--- src/include/rvm_pkg.sv ---
package rvm_pkg;
   localparam int NREG    = 11;
   localparam int CODE_W  = 2;
   localparam int PCT_W   = 7;
   localparam int CNT_W   = 4;
   localparam int ADDR_W  = 8;
   localparam int DATA_W  = 32;
   localparam int CODES_W = NREG * CODE_W;

   // Pin vector layout after synchronisation
   localparam int P_LOWC  = 0;
   localparam int P_HIGHC = CODES_W;
   localparam int P_LCMP  = 2 * CODES_W;
   localparam int P_HCMP  = P_LCMP + NREG;
   localparam int P_ON    = P_HCMP + NREG;
   localparam int P_INREG = P_ON + NREG;
   localparam int PIN_W   = P_INREG + NREG;

   // Slow logic tick derived from the bus clock
   localparam int                CLK_HZ    = 20_000_000;
   localparam int                SLOW_HZ   = 100_000;
   localparam int                TICK_DIV  = CLK_HZ / SLOW_HZ;
   localparam int                TICK_W    = 8;
   localparam logic [TICK_W-1:0] TICK_LAST = TICK_W'(TICK_DIV - 1);
   localparam int                TICK_NS   = 1_000_000_000 / SLOW_HZ;

   localparam int LOW_FT_NS  [4] = '{5000, 15000, 25000, 40000};
   localparam int HIGH_FT_NS [4] = '{25000, 50000, 80000, 125000};

   // Register map
   localparam logic [ADDR_W-1:0] OFS_CTRL     = 8'h00;
   localparam logic [ADDR_W-1:0] OFS_MON_EN   = 8'h04;
   localparam logic [ADDR_W-1:0] OFS_KEY      = 8'h08;
   localparam logic [ADDR_W-1:0] OFS_FLAGS    = 8'h0C;
   localparam logic [ADDR_W-1:0] OFS_INT_STAT = 8'h10;
   localparam logic [ADDR_W-1:0] OFS_INT_MASK = 8'h14;

   localparam int CTRL_LOW_LSB  = 0;
   localparam int CTRL_HIGH_LSB = 2;
   localparam int CTRL_SEC_BIT  = 4;
   localparam int HI_LSB        = 16;

   localparam logic [1:0]        LOW_FT_RST  = 2'h2;
   localparam logic [1:0]        HIGH_FT_RST = 2'h0;
   localparam logic [NREG-1:0]   MON_EN_RST  = 11'h7FF;
   // Unlock key value is arbitrary
   localparam logic [DATA_W-1:0] KEY_VALUE   = 32'h0000_C35A;
   localparam logic [3:0]        STRB_ALL    = 4'hF;
   localparam logic [1:0]        RESP_OKAY   = 2'h0;
   localparam logic [1:0]        RESP_SLVERR = 2'h2;

   localparam logic [PCT_W-1:0] LOW_PCT_BASE  = 7'h5F;
   localparam logic [PCT_W-1:0] HIGH_PCT_BASE = 7'h69;

   // One extra tick because the first tick may be partial
   function automatic logic [CNT_W-1:0] filter_ticks(input logic high, input logic [1:0] code);
      int ns;
      ns = high ? HIGH_FT_NS[code] : LOW_FT_NS[code];
      return CNT_W'((ns + TICK_NS - 1) / TICK_NS + 1);
   endfunction

   function automatic logic [PCT_W-1:0] trip_pct(input logic high, input logic [CODE_W-1:0] code);
      logic [PCT_W-1:0] step;
      step = {{(PCT_W-CODE_W-1){1'b0}}, code, 1'b0};
      return high ? HIGH_PCT_BASE + step : LOW_PCT_BASE - step;
   endfunction
endpackage

--- src/include/rvm_mon_if.sv ---
`timescale 1ns/1ns
`default_nettype none
interface rvm_mon_if;
   logic en;
   logic mask;
   logic low_cmp;
   logic high_cmp;
   logic low_flag;
   logic high_flag;
   modport ctl (output en, output mask, output low_cmp, output high_cmp,
                input low_flag, input high_flag);
   modport mon (input en, input mask, input low_cmp, input high_cmp,
                output low_flag, output high_flag);
endinterface
`default_nettype wire

--- src/core/rvm_mon_chan.sv ---
`timescale 1ns/1ns
`default_nettype none
module rvm_mon_chan
   import rvm_pkg::*;
(
   input  wire logic             aclk,
   input  wire logic             aresetn,
   input  wire logic             tick,
   input  wire logic [CNT_W-1:0] low_lim,
   input  wire logic [CNT_W-1:0] high_lim,
   rvm_mon_if.mon                mon
);
   typedef struct packed {
      logic [CNT_W-1:0] low_cnt;
      logic [CNT_W-1:0] high_cnt;
      logic             low_flag;
      logic             high_flag;
   } rvm_chan_st_t;

   rvm_chan_st_t s_ff;
   rvm_chan_st_t nxt_s;

   // Returns {count, flag}
   function automatic logic [CNT_W:0] filt(input logic cmp, input logic tk,
                                           input logic [CNT_W-1:0] cnt,
                                           input logic flag, input logic [CNT_W-1:0] lim);
      logic [CNT_W-1:0] inc;
      inc = cnt + 1'b1;
      if (!cmp)
         return '0;
      else if (flag || !tk)
         return {cnt, flag};
      else if (inc == lim)
         return {cnt, 1'b1};
      else
         return {inc, 1'b0};
   endfunction

   always_comb
   begin
      nxt_s = s_ff;
      if (!mon.en)
      begin
         nxt_s = '0;
      end
      else if (mon.mask)
      begin
         nxt_s.low_cnt  = '0;
         nxt_s.high_cnt = '0;
      end
      else
      begin
         {nxt_s.low_cnt, nxt_s.low_flag}   = filt(mon.low_cmp, tick, s_ff.low_cnt,
                                                  s_ff.low_flag, low_lim);
         {nxt_s.high_cnt, nxt_s.high_flag} = filt(mon.high_cmp, tick, s_ff.high_cnt,
                                                  s_ff.high_flag, high_lim);
      end
   end

   always_ff @(posedge aclk)
   begin
      if (!aresetn)
         s_ff <= '0;
      else
         s_ff <= nxt_s;
   end

   assign mon.low_flag  = s_ff.low_flag;
   assign mon.high_flag = s_ff.high_flag;

   AST_DISABLED_CLEARS: assert property (@(posedge aclk) disable iff (!aresetn)
      !mon.en |=> !s_ff.low_flag && !s_ff.high_flag)
      else $error("flag kept while monitor disabled");

   AST_MASK_NO_SET: assert property (@(posedge aclk) disable iff (!aresetn)
      mon.en && mon.mask && !s_ff.high_flag |=> !s_ff.high_flag)
      else $error("flag set while masked");

   AST_DROP_RESTARTS: assert property (@(posedge aclk) disable iff (!aresetn)
      mon.en && !mon.mask && !mon.low_cmp |=> s_ff.low_cnt == '0 && !s_ff.low_flag)
      else $error("count or flag kept after fault dropped");

   AST_SET_AFTER_FULL_COUNT: assert property (@(posedge aclk) disable iff (!aresetn)
      $rose(s_ff.high_flag) |-> $past(tick) && $past(mon.high_cmp)
         && ($past(s_ff.high_cnt) == $past(high_lim) - 4'h1))
      else $error("flag set before filter time elapsed");
endmodule
`default_nettype wire

--- src/core/rvm_top.sv ---
// Functional notes
// - Every one of the seven buck and four linear regulators has its own high and low monitor.
// - Low trip level is 95, 93, 91 or 89 percent of nominal for codes 00 to 11.
// - High trip level is 105, 107, 109 or 111 percent of nominal for codes 00 to 11.
// - One shared low filter setting selects 5, 15, 25 or 40 us for codes 00 to 11.
// - The shared low filter setting resets to 10.
// - One shared high filter setting selects 25, 50, 80 or 125 us for codes 00 to 11.
// - The shared high filter setting resets to 00.
// - A per-regulator enable bit turns that regulator's monitoring on at 1 and off at 0.
// - All enable bits come up as 1.
// - While secure writes are on, enable bits change only through the unlock procedure.
// - Detection is masked after a regulator turns on until it reaches regulation.
// - A disabled monitor forces its low and high flags to 0.
// - Filter timing runs on a 100 kHz logic tick.
`timescale 1ns/1ns
`default_nettype none
module rvm_top
   import rvm_pkg::*;
(
   input  wire logic                    aclk,
   input  wire logic                    aresetn,
   input  wire logic [ADDR_W-1:0]       awaddr,
   input  wire logic                    awvalid,
   output logic                         awready,
   input  wire logic [DATA_W-1:0]       wdata,
   input  wire logic [3:0]              wstrb,
   input  wire logic                    wvalid,
   output logic                         wready,
   output logic [1:0]                   bresp,
   output logic                         bvalid,
   input  wire logic                    bready,
   input  wire logic [ADDR_W-1:0]       araddr,
   input  wire logic                    arvalid,
   output logic                         arready,
   output logic [DATA_W-1:0]            rdata,
   output logic [1:0]                   rresp,
   output logic                         rvalid,
   input  wire logic                    rready,
   input  wire logic [13:0]             buck_low_trip_code,
   input  wire logic [7:0]              linear_low_trip_code,
   input  wire logic [13:0]             buck_high_trip_code,
   input  wire logic [7:0]              linear_high_trip_code,
   input  wire logic [NREG-1:0]         low_cmp,
   input  wire logic [NREG-1:0]         high_cmp,
   input  wire logic [NREG-1:0]         reg_on,
   input  wire logic [NREG-1:0]         reg_in_regulation,
   output logic [NREG*PCT_W-1:0]        low_trip_pct,
   output logic [NREG*PCT_W-1:0]        high_trip_pct,
   output logic [NREG-1:0]              low_fault_flag,
   output logic [NREG-1:0]              high_fault_flag,
   output logic                         irq
);
   typedef struct packed {
      logic [PIN_W-1:0]        sync1;
      logic [PIN_W-1:0]        sync2;
      logic [NREG-1:0]         on_prev;
      logic [NREG-1:0]         mask;
      logic [TICK_W-1:0]       tick_cnt;
      logic                    tick;
      logic [1:0]              low_fault_filter_time;
      logic [1:0]              high_fault_filter_time;
      logic                    secure_en;
      logic                    unlock;
      logic [NREG-1:0]         monitor_enable;
      logic [NREG-1:0]         low_fault_flag;
      logic [NREG-1:0]         high_fault_flag;
      logic [NREG-1:0]         low_evt;
      logic [NREG-1:0]         high_evt;
      logic [NREG-1:0]         low_ie;
      logic [NREG-1:0]         high_ie;
      logic                    irq;
      logic [NREG*PCT_W-1:0]   low_trip_pct;
      logic [NREG*PCT_W-1:0]   high_trip_pct;
      logic                    aw_full;
      logic [ADDR_W-1:0]       aw_addr;
      logic                    w_full;
      logic [DATA_W-1:0]       wdata;
      logic [3:0]              wstrb;
      logic                    awready;
      logic                    wready;
      logic                    bvalid;
      logic [1:0]              bresp;
      logic                    arready;
      logic                    rvalid;
      logic [DATA_W-1:0]       rdata;
      logic [1:0]              rresp;
   } rvm_top_st_t;

   rvm_top_st_t       s_ff;
   rvm_top_st_t       nxt_s;
   logic              wr_go;
   logic [DATA_W-1:0] merged;
   logic [DATA_W-1:0] clr;
   logic [NREG-1:0]   chan_low;
   logic [NREG-1:0]   chan_high;
   logic [CNT_W-1:0]  low_lim;
   logic [CNT_W-1:0]  high_lim;

   function automatic logic is_mapped(input logic [ADDR_W-1:0] a);
      return a == OFS_CTRL || a == OFS_MON_EN || a == OFS_KEY || a == OFS_FLAGS
          || a == OFS_INT_STAT || a == OFS_INT_MASK;
   endfunction

   function automatic logic [DATA_W-1:0] bmask(input logic [3:0] strb);
      logic [DATA_W-1:0] m;
      m = '0;
      for (int b = 0; b < 4; b++)
         m[b*8 +: 8] = {8{strb[b]}};
      return m;
   endfunction

   function automatic logic [DATA_W-1:0] rd_word(input rvm_top_st_t st,
                                                 input logic [ADDR_W-1:0] a);
      logic [DATA_W-1:0] w;
      w = '0;
      if (a == OFS_CTRL)
      begin
         w[CTRL_LOW_LSB +: 2]  = st.low_fault_filter_time;
         w[CTRL_HIGH_LSB +: 2] = st.high_fault_filter_time;
         w[CTRL_SEC_BIT]       = st.secure_en;
      end
      else if (a == OFS_MON_EN)
         w[NREG-1:0] = st.monitor_enable;
      else if (a == OFS_FLAGS)
      begin
         w[NREG-1:0]         = st.low_fault_flag;
         w[HI_LSB +: NREG]   = st.high_fault_flag;
      end
      else if (a == OFS_INT_STAT)
      begin
         w[NREG-1:0]         = st.low_evt;
         w[HI_LSB +: NREG]   = st.high_evt;
      end
      else if (a == OFS_INT_MASK)
      begin
         w[NREG-1:0]         = st.low_ie;
         w[HI_LSB +: NREG]   = st.high_ie;
      end
      return w;
   endfunction

   assign low_lim  = filter_ticks(1'b0, s_ff.low_fault_filter_time);
   assign high_lim = filter_ticks(1'b1, s_ff.high_fault_filter_time);

   always_comb
   begin
      nxt_s = s_ff;
      nxt_s.sync1 = {reg_in_regulation, reg_on, high_cmp, low_cmp,
                     linear_high_trip_code, buck_high_trip_code,
                     linear_low_trip_code, buck_low_trip_code};
      nxt_s.sync2 = s_ff.sync1;

      nxt_s.tick     = (s_ff.tick_cnt == TICK_LAST);
      nxt_s.tick_cnt = nxt_s.tick ? '0 : s_ff.tick_cnt + 1'b1;

      // Turn-on sets the mask, reaching regulation releases it
      nxt_s.on_prev = s_ff.sync2[P_ON +: NREG];
      nxt_s.mask    = (s_ff.mask | (s_ff.sync2[P_ON +: NREG] & ~s_ff.on_prev))
                    & ~s_ff.sync2[P_INREG +: NREG];

      for (int i = 0; i < NREG; i++)
      begin
         nxt_s.low_trip_pct[i*PCT_W +: PCT_W]  =
            trip_pct(1'b0, s_ff.sync2[P_LOWC + i*CODE_W +: CODE_W]);
         nxt_s.high_trip_pct[i*PCT_W +: PCT_W] =
            trip_pct(1'b1, s_ff.sync2[P_HIGHC + i*CODE_W +: CODE_W]);
      end

      nxt_s.low_fault_flag  = chan_low;
      nxt_s.high_fault_flag = chan_high;

      // Write channel
      if (awvalid && s_ff.awready)
      begin
         nxt_s.aw_full = 1'b1;
         nxt_s.aw_addr = awaddr;
      end
      if (wvalid && s_ff.wready)
      begin
         nxt_s.w_full = 1'b1;
         nxt_s.wdata  = wdata;
         nxt_s.wstrb  = wstrb;
      end
      if (bready && s_ff.bvalid)
         nxt_s.bvalid = 1'b0;

      wr_go  = s_ff.aw_full && s_ff.w_full && !s_ff.bvalid;
      merged = (rd_word(s_ff, s_ff.aw_addr) & ~bmask(s_ff.wstrb))
             | (s_ff.wdata & bmask(s_ff.wstrb));
      clr    = s_ff.wdata & bmask(s_ff.wstrb);
      if (wr_go)
      begin
         nxt_s.aw_full = 1'b0;
         nxt_s.w_full  = 1'b0;
         nxt_s.bvalid  = 1'b1;
         nxt_s.bresp   = RESP_OKAY;
         nxt_s.unlock  = 1'b0;
         if (s_ff.aw_addr == OFS_CTRL)
         begin
            nxt_s.low_fault_filter_time  = merged[CTRL_LOW_LSB +: 2];
            nxt_s.high_fault_filter_time = merged[CTRL_HIGH_LSB +: 2];
            nxt_s.secure_en              = merged[CTRL_SEC_BIT];
         end
         else if (s_ff.aw_addr == OFS_MON_EN)
         begin
            if (!s_ff.secure_en || s_ff.unlock)
               nxt_s.monitor_enable = merged[NREG-1:0];
         end
         else if (s_ff.aw_addr == OFS_KEY)
            nxt_s.unlock = (s_ff.wdata == KEY_VALUE) && (s_ff.wstrb == STRB_ALL);
         else if (s_ff.aw_addr == OFS_INT_STAT)
         begin
            nxt_s.low_evt  = s_ff.low_evt & ~clr[NREG-1:0];
            nxt_s.high_evt = s_ff.high_evt & ~clr[HI_LSB +: NREG];
         end
         else if (s_ff.aw_addr == OFS_INT_MASK)
         begin
            nxt_s.low_ie  = merged[NREG-1:0];
            nxt_s.high_ie = merged[HI_LSB +: NREG];
         end
         else if (!is_mapped(s_ff.aw_addr))
            nxt_s.bresp = RESP_SLVERR;
      end

      // New flags set events after the clear, so a set wins
      nxt_s.low_evt  = nxt_s.low_evt | (chan_low & ~s_ff.low_fault_flag);
      nxt_s.high_evt = nxt_s.high_evt | (chan_high & ~s_ff.high_fault_flag);
      nxt_s.irq      = |({nxt_s.high_evt, nxt_s.low_evt} & {nxt_s.high_ie, nxt_s.low_ie});
      nxt_s.awready  = !nxt_s.aw_full && !nxt_s.bvalid;
      nxt_s.wready   = !nxt_s.w_full && !nxt_s.bvalid;

      // Read channel
      if (rready && s_ff.rvalid)
         nxt_s.rvalid = 1'b0;
      if (arvalid && s_ff.arready)
      begin
         nxt_s.rvalid = 1'b1;
         nxt_s.rdata  = rd_word(s_ff, araddr);
         nxt_s.rresp  = is_mapped(araddr) ? RESP_OKAY : RESP_SLVERR;
      end
      nxt_s.arready = !nxt_s.rvalid;
   end

   always_ff @(posedge aclk)
   begin
      if (!aresetn)
      begin
         s_ff                        <= '0;
         s_ff.low_fault_filter_time  <= LOW_FT_RST;
         s_ff.high_fault_filter_time <= HIGH_FT_RST;
         s_ff.monitor_enable         <= MON_EN_RST;
      end
      else
         s_ff <= nxt_s;
   end

   rvm_mon_if mon_if[NREG] ();

   for (genvar g = 0; g < NREG; g++)
   begin : g_mon
      assign mon_if[g].en       = s_ff.monitor_enable[g];
      assign mon_if[g].mask     = s_ff.mask[g];
      assign mon_if[g].low_cmp  = s_ff.sync2[P_LCMP + g];
      assign mon_if[g].high_cmp = s_ff.sync2[P_HCMP + g];
      assign chan_low[g]        = mon_if[g].low_flag;
      assign chan_high[g]       = mon_if[g].high_flag;
      rvm_mon_chan u_chan (
         .aclk     (aclk),
         .aresetn  (aresetn),
         .tick     (s_ff.tick),
         .low_lim  (low_lim),
         .high_lim (high_lim),
         .mon      (mon_if[g].mon)
      );
   end

   assign awready         = s_ff.awready;
   assign wready          = s_ff.wready;
   assign bvalid          = s_ff.bvalid;
   assign bresp           = s_ff.bresp;
   assign arready         = s_ff.arready;
   assign rvalid          = s_ff.rvalid;
   assign rdata           = s_ff.rdata;
   assign rresp           = s_ff.rresp;
   assign low_trip_pct    = s_ff.low_trip_pct;
   assign high_trip_pct   = s_ff.high_trip_pct;
   assign low_fault_flag  = s_ff.low_fault_flag;
   assign high_fault_flag = s_ff.high_fault_flag;
   assign irq             = s_ff.irq;

   localparam int TICK_GAP = TICK_DIV;

   AST_RESET_LOW_FILTER: assert property (@(posedge aclk)
      $rose(aresetn) |-> s_ff.low_fault_filter_time == LOW_FT_RST)
      else $error("low filter time not reset to 10");

   AST_RESET_HIGH_FILTER: assert property (@(posedge aclk)
      $rose(aresetn) |-> s_ff.high_fault_filter_time == HIGH_FT_RST)
      else $error("high filter time not reset to 00");

   AST_RESET_ENABLES: assert property (@(posedge aclk)
      $rose(aresetn) |-> s_ff.monitor_enable == MON_EN_RST)
      else $error("monitor enables not all set after reset");

   AST_TICK_PERIOD: assert property (@(posedge aclk) disable iff (!aresetn)
      s_ff.tick |-> ##[TICK_GAP:TICK_GAP] s_ff.tick)
      else $error("slow tick period wrong");

   AST_LOW_TRIP: assert property (@(posedge aclk) disable iff (!aresetn)
      !$rose(aresetn) |-> s_ff.low_trip_pct[PCT_W-1:0]
         == LOW_PCT_BASE - {$past(s_ff.sync2[P_LOWC +: CODE_W]), 1'b0})
      else $error("low trip percentage wrong");

   AST_HIGH_TRIP: assert property (@(posedge aclk) disable iff (!aresetn)
      !$rose(aresetn) |-> s_ff.high_trip_pct[PCT_W-1:0]
         == HIGH_PCT_BASE + {$past(s_ff.sync2[P_HIGHC +: CODE_W]), 1'b0})
      else $error("high trip percentage wrong");

   AST_SECURE_BLOCKS: assert property (@(posedge aclk) disable iff (!aresetn)
      wr_go && s_ff.secure_en && !s_ff.unlock && s_ff.aw_addr == OFS_MON_EN
         |=> $stable(s_ff.monitor_enable))
      else $error("enable changed without unlock");

   AST_DISABLE_GATES: assert property (@(posedge aclk) disable iff (!aresetn)
      !s_ff.monitor_enable[0] [*3] |-> !s_ff.low_fault_flag[0] && !s_ff.high_fault_flag[0])
      else $error("disabled monitor shows a flag");
endmodule
`default_nettype wire

--- config.mk ---
export PLATFORM = sky130hd
export DESIGN_NAME = rvm_top
export DESIGN_NICKNAME = d
export VERILOG_FILES = /design/src/include/rvm_pkg.sv /design/src/include/rvm_mon_if.sv /design/src/core/rvm_mon_chan.sv /design/src/core/rvm_top.sv
export SDC_FILE = /design/constraint.sdc
export NUM_CORES = 1
export LEC_CHECK = 0
export BUFFER_PORTS_ARGS = -buffer_cell sky130_fd_sc_hd__buf_4
export CORE_ASPECT_RATIO = 1.1
export CORE_MARGIN = 8
export CORE_UTILIZATION = 55
export CTS_BUF_LIST = sky130_fd_sc_hd__clkbuf_4
export DETAILED_ROUTE_END_ITERATION = 10
export PLACE_DENSITY = 0.81
export SKIP_CTS_REPAIR_TIMING = 1
export SLEW_MARGIN = 10
export SYNTH_ARGS = -nofsm -noshare
export SYNTH_HDL_FRONTEND = slang
export SYNTH_SLANG_ARGS = --single-unit
export TNS_END_PERCENT = 5
--- constraint.sdc ---
create_clock -name aclk -period 9.9 [get_ports aclk]
set_input_delay 1.98 -clock aclk [delete_from_list [all_inputs] [get_ports aclk]]
set_output_delay 1.98 -clock aclk [all_outputs]
set_load 0.05 [all_outputs]
# --- Word level (Yosys, flattened, before mapping) ---
# Cells that the tools add are included.
word_totals:
  register_bits: 632
  input_bits: 147
  out_inout_bits: 218
classes:
  add_sub_neg: 51
  div_mod_pow: 2
  magnitude_cmp: 2
  eq_ne: 57
  muxes: 121
  bitwise_logic: 112
  reduce_logical: 133
op_table:
  columns: ["op", "n"]
  rows:
  - ["11-bit two-way mux", 20]
  - ["44-bit two-way mux", 4]
  - ["32-bit binary-select mux with 2-bit select", 2]
  - ["32-bit two-way mux", 4]
  - ["2-bit AND reduction", 56]
  - ["1-bit NOT", 90]
  - ["4-bit by 1-bit adder with 4-bit output, second input constant", 22]
  - ["4-bit equality test", 22]
  - ["4-bit OR reduction", 22]
  - ["6-bit by 4-bit adder with 7-bit output, first input constant", 11]
  - ["7-bit by 3-bit subtractor with 7-bit output, first input constant", 11]
  - ["1-bit two-way mux", 72]
  - ["11-bit AND", 6]
  - ["22-bit two-way mux", 3]
  - ["11-bit NOT", 6]
  - ["32-bit by 15-bit adder with 32-bit output, second input constant", 2]
  - ["32-bit by 15-bit divider with 32-bit output, second input constant", 2]
  - ["32-bit by 2-bit subtractor with 32-bit output, second input constant", 2]
  - ["27-bit AND", 2]
  - ["2-bit inequality test, second input constant", 22]
  - ["37-bit two-way mux", 1]
  - ["35-bit two-way mux", 1]
  - ["1-bit logical OR", 33]
  - ["11-bit bitwise OR", 3]
  - ["25 further kinds", 59]

# --- Depth between registers and ports, before layout ---
depth:
  word_depth: 17
  depth_mapped: 16
  ltp_nobuf: 12

# --- By module ---
# A second synthesis with hierarchy kept.
hier_totals:
  cells_unflattened: 2666
  hier_area_um2: 24541.0
modules_own_cells:
  columns: ["mod", "n_inst", "cells_per_inst", "area_per_inst_um2", "seq_area_each_um2"]
  rows:
  - ["rvm_top", 1, 1764, 16420.7, 8227.9]
  - ["rvm_mon_chan", 11, 82, 738.2, 200.2]

# --- Worst setup path before layout ---
# No wires, ideal clock.
synth_timing:
  kind: "register -> output"
  from: "reg, netlist name low_trip_pct[74]"
  to: "out high_trip_pct[0]"
  arrival_ns: 2.114
  required_time_ns: 7.920
  setup_slack_ns: 5.806
  path_stages_with_launch: 2
  n_path_buf: 1
  path_cell_list: "dfxtp_1 -> buf_4"
synth_lines:
  columns: ["item", "line_no", "rtl"]
  rows:
  - ["end: declaration", "rvm_top.sv:48", "output logic [NREG*PCT_W-1:0] high_trip_pct,"]

# --- Final worst setup path ---
layout_timing:
  from: "reg s_ff[323] in the netlist's numbering"
  to: "reg g_mon[2].u_chan.s_ff[9] in the netlist's numbering"
layout_between:
  elab_chain_len: 11
layout_lines:
  columns: ["item", "line_no", "rtl"]
  rows:
  - ["start: declaration", "rvm_top.sv:89", "rvm_top_st_t s_ff;"]
  - ["start signal: assignment", "rvm_top.sv:254", "s_ff <= nxt_s;"]
  - ["2-bit NOT with 3-bit output (implied by the code)", "rvm_pkg.sv:58", "ns = high ? HIGH_FT_NS[code] : LOW_FT_NS[code];"]
  - ["32-bit binary-select mux with 2-bit select", "rvm_pkg.sv:58", null]
  - ["32-bit two-way mux (implied by the code) (2 in a row)", "rvm_pkg.sv:58", null]
  - ["32-bit by 15-bit adder with 32-bit output", "rvm_pkg.sv:59", "return CNT_W'((ns + TICK_NS - 1) / TICK_NS + 1);"]
  - ["32-bit by 2-bit subtractor with 32-bit output", "rvm_pkg.sv:59", null]
  - ["32-bit by 15-bit divider with 32-bit output", "rvm_pkg.sv:59", null]
  - ["4-bit by 2-bit adder with 4-bit output", "rvm_pkg.sv:59", null]
  - ["4-bit equality test", "rvm_mon_chan.sv:33", "else if (inc == lim)"]
  - ["1-bit NOT (no line)", null, null]
  - ["2-bit AND reduction (no line)", null, null]
  - ["end signal: assignment", "rvm_mon_chan.sv:65", "s_ff <= nxt_s;"]
  - ["end: declaration", "rvm_mon_chan.sv:20", "rvm_chan_st_t s_ff;"]
# No other way between the ends. The select of a mux whose other input is x is not followed.
# A chain may end at the register's enable or synchronous reset.

==> flow_metrics.py <==
metrics = {
    "finish": {
        "final_layout_size_suffix_gt1_frac": 0.2198,
        "synthToLayoutAreaGrowth_pct": 13.48,
        "instances_no_fill": 3393,
        "fin_nets": 2918,
        "final_common_cell": "dfxtp_1",
        "mostFrequentLayoutCells": "520 x dfxtp_1, 344 x buf_4, 257 x nor2_1",
    },
    "synth": {
        "synth_cell_types": 74,
        "yosysWarnings": 0,
        "synth_compound_area_frac": 0.1138,
        "synth_largest_area_cell": "dfxtp_1",
        "synth_top_area_frac": 0.4501,
        "synth_fa_ha_area_frac": 0.02214,
        "synth-seq-cells": 521,
        "syn_area_sq_mm": 0.02317,
        "synth-xor-area-share": 0.06430,
        "synth_top_family_by_area": "simple AND/OR/NAND/NOR gates",
        "synthArstFlopShare": 0,
        "ys_top_cells_by_area": "dfxtp_1 45%, buf_4 6.9%, and2_1 6.7%",
        "synth_top_flop_cell": "dfxtp_1",
        "yosysSeqAreaShare": 0.4501,
        "syn_inst": 2542,
        "synthMuxAreaShare": 0.03585,
        "avgSynthCellArea_sq_um": 9.117,
        "synth-simple-area-share": 0.2164,
        "synth_edf_count": 0,
    },
    "cts": {
        "worstSkewPairLatency_ns": 0.85,
        "clock-sinks": 521,
        "cts_tree": "yes",
        "clkSlewWorstSetupHoldPaths_ns": 0.07,
        "clock_path_buffers": 3,
        "cts_buffers": 131,
        "htreeDepth": 4,
        "cts-root-buf": "clkbuf_4",
    },
    "worst_setup_path": {
        "worstPathCellList": "inv_1 > ha_1 > nand2_1 > a211oi_2 > buf_4 > xor3_1 > xor2_1 > a31oi_1 > o21ai_0 > or3_1 > a21oi_1",
        "critPathArrivalTime_ns": 5.30,
        "worstRegToRegCells": 11,
        "path_max_fanout": 14,
        "r2r-end": "g_mon[2].u_chan.s_ff[9]",
        "cp_top_family": "compound AO/OA/AOI/OAI gates",
        "rrSetupSlack_ns": 5.36,
        "critPathBufInv": 2,
        "slowest_stage": "ha_1",
        "endpoint_kind": "flop",
        "max_stage_delay_ns": 0.86,
        "worst_r2r_startpoint": "s_ff[323]",
        "cp-start-kind": "flop",
        "worstPathRequired_ns": 10.66,
        "worst-setup-path-type": "reg2reg",
        "startpoint": "s_ff[323]",
    },
    "pwr": {
        "total_power_mw": 4.465,
        "power.switching_mw": 1.197,
        "sw_frac_of_total": 0.2681,
        "leakagePower_nw": 10.95,
        "p_per_area_mw_per_mm2": 169.8,
        "internal_power_mw": 3.268,
        "worst_ir_drop_vdd_v": 0.0001737,
        "pwr-share-clk": 0.411,
        "p_comb_frac": 0.097,
        "power_frac_seq": 0.492,
    },
    "grt": {
        "antenna_found_initial": 1,
        "grt.total_usage": 0.2379,
        "met1_usage": 0.2817,
        "overflow": 0,
        "first_global_vias": 18240,
        "grt.busiest_layer": "met2",
        "met3_usage": 0.07445,
        "grt_start_max_net_pins": 116,
        "grt.met2_usage": 0.3770,
        "grt_pass1_wl_um": 93700,
    },
    "placement": {
        "place_congestion": 0.9435,
        "placed_cells": 3164,
        "place_hpwl_um": 43360,
        "port_buffers": 330,
    },
    "routing": {
        "dr_total_vias": 18160,
        "drtIter0Drc": 1252,
        "first_pass_iters": 7,
        "vias_per_cell": 5.353,
        "wl_per_cell_um": 17.68,
        "drc": 0,
        "drtAntennaViolNets": 0,
        "routed_wl_um": 60000,
    },
    "sta": {
        "rsz0062_at_grt": "false",
        "hold_viol_final": 0,
        "clock_skew_ns": 0.06883,
        "slew_viol_final": 0,
        "setup_viol": 0,
        "fin_crit_ns": 4.536,
        "slew_headroom": 0.2063,
        "max_clock_freq_ghz": 0.2204,
        "fin_crit_sh": 0.4582,
        "tightest_slew_ns": 1.183,
        "setup-tns-final_ns": 0,
        "hold_ws_ns": 0.3657,
    },
    "worst_hold_path": {
        "min_path_type": "reg2reg",
        "min_to": "low_trip_pct[72]",
        "hold_depth": 1,
        "min_from": "s_ff[377]",
    },
    "die": {
        "fp.dieW_um": 211.7,
        "die_area_sq_mm": 0.04897,
        "fp.dieH_um": 231.3,
        "core_sq_mm": 0.04191,
        "rows": 79,
        "start_util": 0.5530,
        "io_pins": 365,
    },
    "run": {
        "drv_cap": 0,
    },
    "outcome": {
        "status": "finished clean",
    },
}
[logic make-up after synthesis]
group	after synthesis
AND/OR/NAND/NOR	999
adder cells (fa/ha/maj)	41
XOR/XNOR	143
AO/OA/AOI/OAI	373
other	1
flip-flops	521
buffers and inverters	384
multiplexers	80
[worst register-to-register path, cell delays in order, from the launching register on]
cell	delay, ns
dfxtp_1	0.74
inv_1	0.23
ha_1	0.86
nand2_1	0.16
a211oi_2	0.68
buf_4	0.31
xor3_1	0.26
xor2_1	0.18
a31oi_1	0.27
o21ai_0	0.27
or3_1	0.37
a21oi_1	0.14
[cell type report]
| cell class | count | area [sq um] |
|---|---|---|
| sequential | 521 | 10430 |
| clock inverter | 37 | 265.3 |
| fill | 3466 | 15610 |
| tap | 567 | 709.4 |
| clock buffer | 191 | 1434 |
| timing repair buffer | 345 | 2594 |
| antenna | 1 | 2.502 |
| multi-input combinational | 1670 | 10630 |
| inverter | 61 | 231.5 |
[sequential cells by signal, summed over array words and instances (netlist names), 22 cells and up]
| register | cells |
|---|---|
| s_ff | 171 |
| nxt_s | 99 |
| low_trip_pct | 23 |
| rdata | 22 |
| high_trip_pct | 22 |
| g_mon.u_chan.s_ff | 88 |
[per-layer routing]
layer / wire length (um) / vias to the layer above
met1: 24420 / 8441
met3: 5599 / 158
met5: 0 / -
met4: 2758 / 0
met2: 27220 / 810
li1: - / 8754
[worst max path at each step]
stage               slack (ns)                 endpoint  cells after the start
floorplan                 5.81         high_trip_pct[0]                      1
global placement          5.49  g_mon[6].u_chan.s_ff[5]                      7
detailed placement        5.37  g_mon[2].u_chan.s_ff[9]                     11
CTS                       5.37  g_mon[2].u_chan.s_ff[9]                     11
global route              5.05  g_mon[2].u_chan.s_ff[9]                     11
finish                    5.36  g_mon[2].u_chan.s_ff[9]                     11
[power groups by stage]
stage	combinational [mW]	sequential [mW]	clock, mW
finish	0.433	2.20	1.84
global route	0.462	2.20	2.00
CTS	0.433	2.20	1.89
detailed placement	0.431	2.24	0
global placement	0.426	2.24	0
floorplan	0.339	2.23	0
[Yosys cell counts (6+ instances only)]
| library cell | instances |
|---|---|
| a222oi_1 | 6 |
| nor2_1 | 257 |
| nor2b_1 | 55 |
| xor2_1 | 40 |
| nor4_1 | 9 |
| a211oi_1 | 33 |
| buf_1 | 10 |
| or4b_1 | 10 |
| xnor2_1 | 86 |
| o21ba_2 | 6 |
| o21ai_0 | 57 |
| clkbuf_1 | 95 |
| ha_1 | 41 |
| mux2i_1 | 56 |
| nand3_1 | 60 |
| or4_1 | 6 |
| a21o_1 | 11 |
| and2_1 | 248 |
| xnor3_1 | 14 |
| nand2b_1 | 15 |
| a22oi_1 | 7 |
| or3_1 | 14 |
| a31oi_1 | 15 |
| a31o_2 | 13 |
| nand2_1 | 216 |
| o211ai_1 | 11 |
| a21oi_1 | 136 |
| nor3_1 | 68 |
| dfxtp_1 | 521 |
| inv_1 | 60 |
| and3_1 | 7 |
| buf_4 | 212 |
| a2111oi_4 | 11 |
| mux2_2 | 24 |
| nand4_1 | 8 |
| a221oi_1 | 18 |
[stage by stage]
stage               setup slack [ns]  cell area [sq um]    util
floorplan                      5.806              23300       -
global placement               5.490              24600  0.5869
detailed placement             5.372              24600  0.5869
CTS                            5.367              26300  0.6274
global route                   5.055              26300  0.6275
finish                         5.364              26300  0.6275
Power figures use the tool's default switching activity.
